[src/hw/nvm_port_defs.vh]
// constants for the test-port programming logic
`ifndef NVM_PORT_DEFS_VH
`define NVM_PORT_DEFS_VH
`define IR_W           4
`define IR_CAPTURE     4'h1
`define IR_RESET       4'hc
`define IR_UNLOCK      4'h4
`define IR_COMMAND     4'h5
`define IR_PAGEREAD    4'h7
`define IR_BYPASS      4'hf
`define UNLOCK_SIG     16'ha370
`define CMD_W          15
`define OPC_ENTER      7'h23
`define OPC_ADDR_HI    7'h07
`define OPC_ADDR_LO    7'h03
`define OPC_DATA_LO    7'h13
`define OPC_DATA_HI    7'h17
`define OPC_LATCH      7'h77
`define OPC_IDLE_HI    7'h37
`define OPC_IDLE_LO    7'h33
`define OPC_STROBE_HI  7'h35
`define OPC_STROBE_LO  7'h31
`define OPC_READ_A     7'h32
`define OPC_READ_B     7'h36
`define SEL_ERASE      8'h80
`define SEL_FWRITE     8'h10
`define SEL_FREAD      8'h02
`define SEL_EWRITE     8'h11
`define SEL_EREAD      8'h03
`define SEL_FUSE       8'h40
`define SEL_LOCK       8'h20
`define DONE_BIT       9
`define OP_W           3
`define OP_ERASE       3'h0
`define OP_LATCH       3'h1
`define OP_WFLASH      3'h2
`define OP_WEEPROM     3'h3
`define OP_WFUSE_HI    3'h4
`define OP_WFUSE_LO    3'h5
`define OP_WLOCK       3'h6
`endif

[src/hw/nvm_port.v]
// test-port programming logic for on-chip flash, eeprom and fuses, with its command fifo
`timescale 1ns/100ps
`default_nettype none
`include "nvm_port_defs.vh"

// ********************
// command fifo
// ********************
module cmd_fifo #(
  parameter WIDTH = 35,
  parameter DEPTH = 32,
  parameter AW    = 5
) (
  input  wire             clk,
  input  wire             rst,
  input  wire [WIDTH-1:0] in_data,
  input  wire             in_valid,
  output wire             in_ready,
  output wire [WIDTH-1:0] out_data,
  output wire             out_valid,
  input  wire             out_ready
);
  reg [WIDTH-1:0] mem [0:DEPTH-1];
  reg [AW-1:0]    wr_ptr;
  reg [AW-1:0]    rd_ptr;
  reg [AW:0]      count;
  wire            push;
  wire            pop;
  assign in_ready  = (count != DEPTH[AW:0]);
  assign out_valid = (count != {(AW+1){1'b0}});
  assign out_data  = mem[rd_ptr];
  assign push      = in_valid & in_ready;
  assign pop       = out_valid & out_ready;
  always @(posedge clk) begin
    if (push) begin
      mem[wr_ptr] <= in_data;
    end
  end
  always @(posedge clk) begin
    if (rst) begin
      wr_ptr <= {AW{1'b0}};
      rd_ptr <= {AW{1'b0}};
      count  <= {(AW+1){1'b0}};
    end else begin
      if (push) begin
        wr_ptr <= wr_ptr + 1'b1;
      end
      if (pop) begin
        rd_ptr <= rd_ptr + 1'b1;
      end
      if (push & ~pop) begin
        count <= count + 1'b1;
      end else if (pop & ~push) begin
        count <= count - 1'b1;
      end
    end
  end
endmodule // cmd_fifo

// ********************
// programming port
// ********************
module nvm_port #(
  parameter TIMEOUT_SHORT = 16,
  parameter TIMEOUT_LONG  = 4096,
  parameter FIFO_DEPTH    = 32
) (
  input  wire        MCLK,
  input  wire        RST,
  input  wire        TCK,
  input  wire        TMS,
  input  wire        TDI,
  output reg         TDO,
  output reg         TDO_OE,
  input  wire        TIMEOUT_SEL,
  output wire        CORE_RESET,
  output wire        PROG_ENABLED,
  output reg  [15:0] NVM_RADDR,
  output reg         NVM_RSPACE,
  input  wire [15:0] NVM_RDATA,
  output wire [2:0]  NVM_OP,
  output wire [15:0] NVM_ADDR,
  output wire [15:0] NVM_WDATA,
  output wire        NVM_VALID,
  input  wire        NVM_READY,
  input  wire        NVM_BUSY
);
  localparam S_TLR   = 16'h0001;
  localparam S_RTI   = 16'h0002;
  localparam S_SELDR = 16'h0004;
  localparam S_CAPDR = 16'h0008;
  localparam S_SHDR  = 16'h0010;
  localparam S_EX1DR = 16'h0020;
  localparam S_PADR  = 16'h0040;
  localparam S_EX2DR = 16'h0080;
  localparam S_UPDR  = 16'h0100;
  localparam S_SELIR = 16'h0200;
  localparam S_CAPIR = 16'h0400;
  localparam S_SHIR  = 16'h0800;
  localparam S_EX1IR = 16'h1000;
  localparam S_PAIR  = 16'h2000;
  localparam S_EX2IR = 16'h4000;
  localparam S_UPIR  = 16'h8000;
  localparam FW      = `OP_W + 32;

  reg  [2:0]        tck_sync;
  reg  [1:0]        tms_sync;
  reg  [1:0]        tdi_sync;
  wire              tck_rise;
  wire              tck_fall;
  wire              tms;
  wire              tdi;
  reg  [15:0]       state;
  reg  [15:0]       next_state;
  reg  [`IR_W-1:0]  ir_shift;
  reg  [`IR_W-1:0]  ir;
  reg               reset_bit;
  reg  [15:0]       unlock_shift;
  reg  [15:0]       unlock;
  reg  [`CMD_W-1:0] cmd;
  reg  [`CMD_W-1:0] applied;
  reg               pending;
  reg               bypass;
  reg  [7:0]        op_class;
  reg  [15:0]       data_word;
  reg  [7:0]        result;
  reg               high_next;
  reg  [15:0]       timeout;
  reg               push;
  reg  [`OP_W-1:0]  push_op;
  wire              fifo_ready;
  wire              done;
  wire [6:0]        opc;
  wire [7:0]        arg;
  wire [FW-1:0]     fifo_out;

  // ********************
  // pin sampling
  // ********************
  always @(posedge MCLK) begin
    if (RST) begin
      tck_sync <= 3'h0;
      tms_sync <= 2'h3;
      tdi_sync <= 2'h0;
    end else begin
      tck_sync <= {tck_sync[1:0], TCK};
      tms_sync <= {tms_sync[0], TMS};
      tdi_sync <= {tdi_sync[0], TDI};
    end
  end
  assign tck_rise = tck_sync[1] & ~tck_sync[2];
  assign tck_fall = ~tck_sync[1] & tck_sync[2];
  assign tms      = tms_sync[1];
  assign tdi      = tdi_sync[1];

  // ********************
  // test port state machine
  // ********************
  always @* begin
    next_state = S_TLR;
    case (state)
      S_TLR:   next_state = tms ? S_TLR : S_RTI;
      S_RTI:   next_state = tms ? S_SELDR : S_RTI;
      S_SELDR: next_state = tms ? S_SELIR : S_CAPDR;
      S_CAPDR: next_state = tms ? S_EX1DR : S_SHDR;
      S_SHDR:  next_state = tms ? S_EX1DR : S_SHDR;
      S_EX1DR: next_state = tms ? S_UPDR : S_PADR;
      S_PADR:  next_state = tms ? S_EX2DR : S_PADR;
      S_EX2DR: next_state = tms ? S_UPDR : S_SHDR;
      S_UPDR:  next_state = tms ? S_SELDR : S_RTI;
      S_SELIR: next_state = tms ? S_TLR : S_CAPIR;
      S_CAPIR: next_state = tms ? S_EX1IR : S_SHIR;
      S_SHIR:  next_state = tms ? S_EX1IR : S_SHIR;
      S_EX1IR: next_state = tms ? S_UPIR : S_PAIR;
      S_PAIR:  next_state = tms ? S_EX2IR : S_PAIR;
      S_EX2IR: next_state = tms ? S_UPIR : S_SHIR;
      S_UPIR:  next_state = tms ? S_SELDR : S_RTI;
      default: next_state = S_TLR;
    endcase
  end

  assign opc          = applied[14:8];
  assign arg          = applied[7:0];
  assign PROG_ENABLED = (unlock == `UNLOCK_SIG);
  // completion only once queued work has drained
  assign done         = ~NVM_VALID & ~NVM_BUSY;

  // ********************
  // data registers
  // ********************
  always @(posedge MCLK) begin
    if (RST) begin
      state        <= S_TLR;
      ir_shift     <= {`IR_W{1'b0}};
      ir           <= `IR_BYPASS;
      reset_bit    <= 1'b0;
      unlock_shift <= 16'h0000;
      unlock       <= 16'h0000;
      cmd          <= {`CMD_W{1'b0}};
      applied      <= {`CMD_W{1'b0}};
      pending      <= 1'b0;
      bypass       <= 1'b0;
      high_next    <= 1'b0;
    end else if (tck_rise) begin
      state <= next_state;
      case (state)
        S_TLR: begin
          ir <= `IR_BYPASS;
        end
        S_CAPIR: begin
          ir_shift <= `IR_CAPTURE;
        end
        // lsb first on every chain
        S_SHIR: begin
          ir_shift <= {tdi, ir_shift[`IR_W-1:1]};
        end
        S_UPIR: begin
          ir        <= ir_shift;
          // byte order restarts with each new instruction
          high_next <= 1'b0;
        end
        S_CAPDR: begin
          if (ir == `IR_COMMAND) begin
            cmd <= {5'h00, done, 1'b0, result};
          end else if (ir == `IR_PAGEREAD) begin
            cmd[7:0]  <= high_next ? NVM_RDATA[15:8] : NVM_RDATA[7:0];
            high_next <= ~high_next;
          end
        end
        S_SHDR: begin
          if (ir == `IR_RESET) begin
            reset_bit <= tdi;
          end else if (ir == `IR_UNLOCK) begin
            unlock_shift <= {tdi, unlock_shift[15:1]};
          end else if (ir == `IR_COMMAND) begin
            cmd <= {tdi, cmd[`CMD_W-1:1]};
          end else if (ir == `IR_PAGEREAD) begin
            cmd[7:0] <= {tdi, cmd[7:1]};
          end else begin
            bypass <= tdi;
          end
        end
        S_UPDR: begin
          if (ir == `IR_UNLOCK) begin
            unlock <= unlock_shift;
          end else if (ir == `IR_COMMAND) begin
            applied <= cmd;
            pending <= 1'b1;
          end
        end
        S_RTI: begin
          // one idle cycle executes; a full fifo holds it off
          if (pending & (fifo_ready | ~push)) begin
            pending <= 1'b0;
          end
        end
        default: begin
          bypass <= bypass;
        end
      endcase
    end
  end

  // ********************
  // test data out
  // ********************
  always @(posedge MCLK) begin
    if (RST) begin
      TDO    <= 1'b0;
      TDO_OE <= 1'b0;
    end else if (tck_fall) begin
      TDO_OE <= (state == S_SHDR) | (state == S_SHIR);
      if (state == S_SHIR) begin
        TDO <= ir_shift[0];
      end else if (ir == `IR_RESET) begin
        TDO <= reset_bit;
      end else if (ir == `IR_UNLOCK) begin
        TDO <= unlock_shift[0];
      end else if ((ir == `IR_COMMAND) | (ir == `IR_PAGEREAD)) begin
        TDO <= cmd[0];
      end else begin
        TDO <= bypass;
      end
    end
  end

  // ********************
  // command decode
  // ********************
  always @* begin
    push    = 1'b0;
    push_op = `OP_ERASE;
    if (opc == `OPC_LATCH) begin
      push    = (op_class == `SEL_FWRITE) | (op_class == `SEL_EWRITE);
      push_op = `OP_LATCH;
    end else if (opc == `OPC_STROBE_HI) begin
      push    = (op_class == `SEL_FWRITE) | (op_class == `SEL_FUSE);
      push_op = (op_class == `SEL_FUSE) ? `OP_WFUSE_HI : `OP_WFLASH;
    end else if (opc == `OPC_STROBE_LO) begin
      push = 1'b1;
      if (op_class == `SEL_ERASE) begin
        push_op = `OP_ERASE;
      end else if (op_class == `SEL_EWRITE) begin
        push_op = `OP_WEEPROM;
      end else if (op_class == `SEL_FUSE) begin
        push_op = `OP_WFUSE_LO;
      end else if (op_class == `SEL_LOCK) begin
        push_op = `OP_WLOCK;
      end else begin
        push = 1'b0;
      end
    end
  end

  always @(posedge MCLK) begin
    if (RST) begin
      op_class   <= 8'h00;
      data_word  <= 16'h0000;
      result     <= 8'h00;
      NVM_RADDR  <= 16'h0000;
      NVM_RSPACE <= 1'b0;
    end else if (tck_rise) begin
      if ((state == S_CAPDR) & (ir == `IR_PAGEREAD) & high_next) begin
        NVM_RADDR <= NVM_RADDR + 16'h0001;
      end
      if ((state == S_RTI) & pending & PROG_ENABLED & (fifo_ready | ~push)) begin
        case (opc)
          `OPC_ENTER: begin
            op_class   <= arg;
            NVM_RSPACE <= (arg == `SEL_EREAD);
          end
          `OPC_ADDR_HI: begin
            NVM_RADDR[15:8] <= arg;
          end
          `OPC_ADDR_LO: begin
            NVM_RADDR[7:0] <= arg;
          end
          `OPC_DATA_LO: begin
            data_word[7:0] <= arg;
          end
          `OPC_DATA_HI: begin
            data_word[15:8] <= arg;
          end
          `OPC_READ_B: begin
            result <= NVM_RDATA[7:0];
          end
          `OPC_IDLE_HI: begin
            if (op_class == `SEL_FREAD) begin
              result <= NVM_RDATA[15:8];
            end
          end
          `OPC_IDLE_LO: begin
            if (op_class == `SEL_EREAD) begin
              result <= NVM_RDATA[7:0];
            end
          end
          default: begin
            result <= result;
          end
        endcase
      end
    end
  end

  // ********************
  // core reset
  // ********************
  always @(posedge MCLK) begin
    if (RST) begin
      timeout <= 16'h0000;
    end else if (reset_bit) begin
      timeout <= TIMEOUT_SEL ? TIMEOUT_LONG[15:0] : TIMEOUT_SHORT[15:0];
    end else if (timeout != 16'h0000) begin
      timeout <= timeout - 16'h0001;
    end
  end
  assign CORE_RESET = reset_bit | (timeout != 16'h0000);

  // ********************
  // memory command queue
  // ********************
  cmd_fifo #(
    .WIDTH (FW),
    .DEPTH (FIFO_DEPTH),
    .AW    (5)
  ) queue (
    .clk       (MCLK),
    .rst       (RST),
    .in_data   ({push_op, NVM_RADDR, data_word}),
    .in_valid  (tck_rise & (state == S_RTI) & pending & PROG_ENABLED & push),
    .in_ready  (fifo_ready),
    .out_data  (fifo_out),
    .out_valid (NVM_VALID),
    .out_ready (NVM_READY)
  );
  assign NVM_OP    = fifo_out[FW-1:32];
  assign NVM_ADDR  = fifo_out[31:16];
  assign NVM_WDATA = fifo_out[15:0];
endmodule // nvm_port
`default_nettype wire

[config.mk]
export PLATFORM = sky130hd
export DESIGN_NAME = nvm_port
export DESIGN_NICKNAME = d
export VERILOG_FILES = /design/src/hw/nvm_port.v
export VERILOG_INCLUDE_DIRS = /design/src /design/src/hw
export SDC_FILE = /design/constraint.sdc
export NUM_CORES = 1
export LEC_CHECK = 0
export ABC_CLOCK_PERIOD_IN_PS = 12100
export BUFFER_PORTS_ARGS = -buffer_cell sky130_fd_sc_hd__buf_2
export CAP_MARGIN = 20
export CORE_AREA = 2 2 312 314
export CTS_CLUSTER_DIAMETER = 40
export DETAILED_ROUTE_END_ITERATION = 8
export DIE_AREA = 0 0 314 316
export GPL_TIMING_DRIVEN = 0
export PLACE_DENSITY = 0.77
export SLEW_MARGIN = 20
export SYNTH_ARGS = -nofsm -noshare
export SYNTH_HDL_FRONTEND = slang
export SYNTH_SLANG_ARGS = --single-unit
[constraint.sdc]
create_clock -name MCLK -period 12.1 [get_ports MCLK]
set_input_delay 1.21 -clock MCLK [delete_from_list [all_inputs] [get_ports MCLK]]
set_output_delay 1.21 -clock MCLK [all_outputs]
set_load 0.01 [all_outputs]
== Word level (Yosys, flattened, before mapping) ==
Memory sizes are Yosys's and may differ from the RTL's. A register that Yosys moved wholly into a read port is not among the register bits.
Cells that the tools add are included.
W data, S select, Z words.

* Input port bits: 24
* Bits in writable memories: 1120
* Register bits after elaboration: 180
* Logic and storage cells: 218
* Output and inout bits: 57
* Memories kept: 1

* Bitwise logic cells: 35
* Add/subtract/negate cells: 6
* Equal/unequal tests: 54
* Muxes and demuxes: 67
* Reductions and logical operators: 28

{| class="wikitable"
|+ Memories
! memory !! depth !! width !! rd ports !! clocked after memory_dff !! write ports !! line !! RTL
|-
| queue.mem || 32 || 35 || 1 || 1 || 1 || nvm_port.v:23 || <nowiki>reg [WIDTH-1:0] mem [0:DEPTH-1];</nowiki>
|}

{| class="wikitable"
|+ Operators with widths
! cell !! number
|-
| $pmux W16 S12 || 1
|-
| $mux W16 || 6
|-
| $mux W8 || 10
|-
| $mux W15 || 3
|-
| $eq A7 B6 Y1 const B || 6
|-
| $eq A16 B16 Y1 const B || 2
|-
| $pmux W15 S2 || 1
|-
| $mux W3 || 9
|-
| $mux W13 || 2
|-
| $eq A8 B2 Y1 const B || 3
|-
| $pmux W8 S3 || 1
|-
| $ne A2 B2 Y1 const B || 10
|-
| $mux W1 || 18
|-
| $mux W6 || 3
|-
| $mux W9 || 2
|-
| $reduce_and A6 Y1 || 3
|-
| $and A1 B1 Y1 || 17
|-
| $add A16 B1 Y16 const B || 1
|-
| $eq A16 B1 Y1 const B || 1
|-
| $eq A16 B10 Y1 const B || 1
|-
| $eq A16 B11 Y1 const B || 1
|-
| $eq A16 B12 Y1 const B || 1
|-
| $eq A16 B13 Y1 const B || 1
|-
| $eq A16 B14 Y1 const B || 1
|-
| other kinds (46) || 86
|}

== Depth between registers and ports, before layout ==
* Depth after elaboration: 14
* Depth in mapped cells: 15
* Mapped depth without buffers: 14

== Modules after synthesis ==
A second synthesis with hierarchy kept.

* Cells, all modules: 3187
* Area total of the unflattened synthesis: 51971.1 um2

{| class="wikitable"
|+ By module, submodules not included
! module !! times used !! cells each !! area an instance (um2) !! seq. area each (um2)
|-
| cmd_fifo || 1 || 2224 || 44016.0 || 34052.7
|-
| nvm_port || 1 || 963 || 7955.1 || 3283.1
|}

== Worst setup path after synthesis ==
No wires, ideal clock.

* Path type: register to register
* From: reg state[12]
* To: mem queue.mem[15][0] (enable)
* Stages on the path, launching flop included: 8
* Buffers on the path: 1
* Data arrival time: 3427 ps
* Period minus slack after synthesis: 3854 ps
* Library setup time: 427 ps
* Path slack: 8246 ps
* Data required time: 11673 ps
* Cells stage by stage: dfxtp_1 buf_2 nor4_4 nand3_4 nor3_4 o211a_1 nand3_1 nor2_1

* Cells in the longest elaborated chain, start to end: 8

{| class="wikitable"
|+ Ends and longest elaborated chain
! what !! line !! RTL
|-
| from (decl) || nvm_port.v:113 || <nowiki>reg [15:0] state;</nowiki>
|-
| from (signal assigned) || nvm_port.v:205 || <nowiki>state <= next_state;</nowiki>
|-
| $eq A16 B2 Y1 || nvm_port.v:390 || <nowiki>.in_valid (tck_rise & (state == S_RTI) & pending & PROG_ENABLED & push),</nowiki>
|-
| $and A1 B1 Y1 (4 in a row) || nvm_port.v:390 ||
|-
| $and A1 B1 Y1 || nvm_port.v:32 || <nowiki>assign push = in_valid & in_ready;</nowiki>
|-
| $mux W1 || nvm_port.v:35 || <nowiki>if (push) begin</nowiki>
|-
| $mux W1 (implied by the code) || nvm_port.v:36 || <nowiki>mem[wr_ptr] <= in_data;</nowiki>
|-
| to (decl) || nvm_port.v:23 ||
|}

No other way between the ends.

==> metrics.txt <==
GR Util All Layers=between 20% and 30%; DRT antenna net count=0; setup TNS=0 ns; DRT iter0 DRCs=approximately 3900; global route hottest layer=met2; most common cell after layout, fill and taps aside=edfxtp_1; pre-CTS setup slack=~6.8 ns; CP Max Fanout=10; worst endpoint required time=10.89 ns; pins over their slew limit=0; post-CTS setup buffer count=0; Reg area=between 30000 and 40000 um2; clk sink count=approximately 1300; unrepaired setup endpoints after global routing=no; Synth area leaders=edfxtp_1 (65%), mux4_2 (15%), dfxtp_1 (7.2%); crit path capture type=primary output; leading area contributor after synthesis=edfxtp_1; first-pass GRT wire length=around 200 mm; critical setup path kind=reg2out; Yosys top cell area share=between 60% and 70%; number of buffers created by CTS=roughly 150; # nets final=2971; EDFF count, synth=about 1100; Unique masters post-synth=between 70 and 80; final setup vio count=0; peak supply drop=~0.12 mV; Synth Net Count=around 2700; fraction of layout cells with a size suffix above 1=a little under 30%; largest net degree at the start of global routing=41; final setup margin=5.79 ns; post-synthesis sequential area ratio=between 70% and 80%; dpl cell area=55100 um2; Area growth syn-to-layout=16.8%; status=finished clean; initial cell density of the core=53.5%; Residual DRC=0; Slew HR=approximately a fifth; worst reg2reg path startpoint=state[4]; Hold Path Class=reg2reg; CTS tree=yes; clock buffer depth=3; antenna violations before repair=3; FMAX=around 160 MHz; Layout fillers=6111; total gr overflow=0; global-route track usage on met3=5.77%; hpwl dp=approximately 80 mm; ys async rst share=0%; io pins=81; CTS root buf=clkbuf_16; multi-input logic area=between 10000 and 15000 um2; die footprint=between 90000 and 100000 um2; Tmin final=6.31 ns; fin crit share=52.2%; clock latency on the worst-skew pair=about 0.76 ns; num rows=114; crit path DAT=around 5.1 ns; Vias=roughly 29000; drt first pass iters=8; Post-Syn Area per Cell=~19 um2; Power, Total=around 9.5 mW; Least-Margin Pin Slew=around 1.2 ns; DIE HEIGHT=316 um; WL final=roughly 140 mm; Die Wd=~310 um; R2R setup slack=7.55 ns; post-cts sizing count=0; total number of yosys warnings=0; P_leak=19.7 nW; Cells after Synth=between 2000 and 3000; routed vias/inst=6.63; most frequent cells in the layout=edfxtp_1 (1120), mux4_2 (350), nor2_1 (167); Placer Congestion=around 0.84; final number of hold-violating endpoints=0; CP Launch Type=flop; Core ar.=between 90000 and 100000 um2; synthesized area=a little over 50000 um2; Global Route met2 Usage=around 47%; Pwr per Cell Area=between 150 and 200 nW/um2; GR Util met1=36.2%; drt wl/cell=roughly 32 um; Max H-tree Level=4; CTS clk-pin slew, worst paths=approximately 0.06 ns; Final Cell Area=between 60000 and 70000 um2; Top FF cell, synth=edfxtp_1; min-delay src=tms_sync[0]; Yosys reg bits=~1300; Port Buffer Count=80; Hold-fix buffers, CTS=0; Fin Clk Skew=~0.07 ns; vias in the first global route=about 29000; Max-cap violations=0
## per-layer routing
metal	up-vias	wire length, um
met5	-	0
met4	0	6050
met3	337	13300
met2	1975	69500
met1	15000	48900
li1	11500	-
## layout make-up
class,count,area share (%)
sequential,1305,62.3
multi-input combinational,1179,22.8
clock buffer,173,6.36
timing repair buffer,137,2.99
tap,1276,2.66
clock inverter,95,1.80
buffer,143,0.984
inverter,22,0.138
antenna,1,0.00417
## final timing paths
check,end,depth (start not counted)
worst max register to register,queue.mem[9][20],8
worst min-delay path,tms_sync[1],1
worst max-delay path,NVM_WDATA[14],7
worst min register to register,tms_sync[1],1
## worst max-delay path, cell delays in order, from the launching register on
cell and delay, ns:
dfxtp_1 0.31, clkbuf_1 0.82, clkbuf_1 0.95, buf_2 0.62, mux4_2 0.60, mux4_2 0.53
mux2_2 0.34, buf_2 0.16
## flip-flops by register name, indices dropped and copies added, names as in the netlist, 2 cells and up, named ones only
| signal | flops |
|---|---|
| unlock_shift | 16 |
| queue.mem | 1120 |
| data_word | 16 |
| cmd | 15 |
| queue.wr_ptr | 5 |
| tdi_sync | 2 |
| queue.count | 6 |
| ir | 4 |
| ir_shift | 4 |
| result | 8 |
| unlock | 16 |
| queue.rd_ptr | 5 |
| state | 16 |
| op_class | 8 |
| applied | 15 |
| NVM_RADDR | 16 |
| tck_sync | 3 |
| timeout | 16 |
| tms_sync | 2 |
## stage by stage
stage,hold slack (ns),utilization [%],std cells
CTS,0.415,62.5,4328
floorplan,0.389,-,2649
global placement,0.394,55.6,4005
global route,0.438,62.5,4330
detailed placement,0.401,57.3,4060
finish,0.415,62.5,4331
## logic make-up (layout without fill, tap and decap cells)
family / Yosys count / after routing / synth area share, %
other: 0 / 1 / 0
XOR/XNOR: 26 / 26 / 0.443
adder cells (fa/ha/maj): 13 / 13 / 0.331
buffers and inverters: 165 / 570 / 1.30
multiplexers: 500 / 500 / 18.4
AO/OA/AOI/OAI: 156 / 156 / 1.96
AND/OR/NAND/NOR: 484 / 484 / 4.96
flip-flops: 1305 / 1305 / 72.6
## cells in the mapped netlist, drive strengths merged (8+ instances only)
library cell  number
dfxtp            185
a211oi            15
mux2              45
nor3              18
nor2             199
nor4              25
buf               40
a22oi             11
or4               13
o21ai             31
a31oi             10
nand2b             8
edfxtp          1120
clkbuf           103
nand4             27
or3               11
inv               22
nand2             65
mux2i            105
nor2b             21
mux4             350
nand3             37
xor2              12
a21oi             48
xnor2             14
ha                12
## where the power goes
group          switching, mW  total (mW)  internal [mW]  leakage, nW
registers             0.0238        4.86           4.84         12.1
clock network           1.91        4.50           2.59         2.35
logic                 0.0976       0.161         0.0633         5.23
total                   2.03        9.52           7.49         19.7
Power figures use the tool's default switching activity.
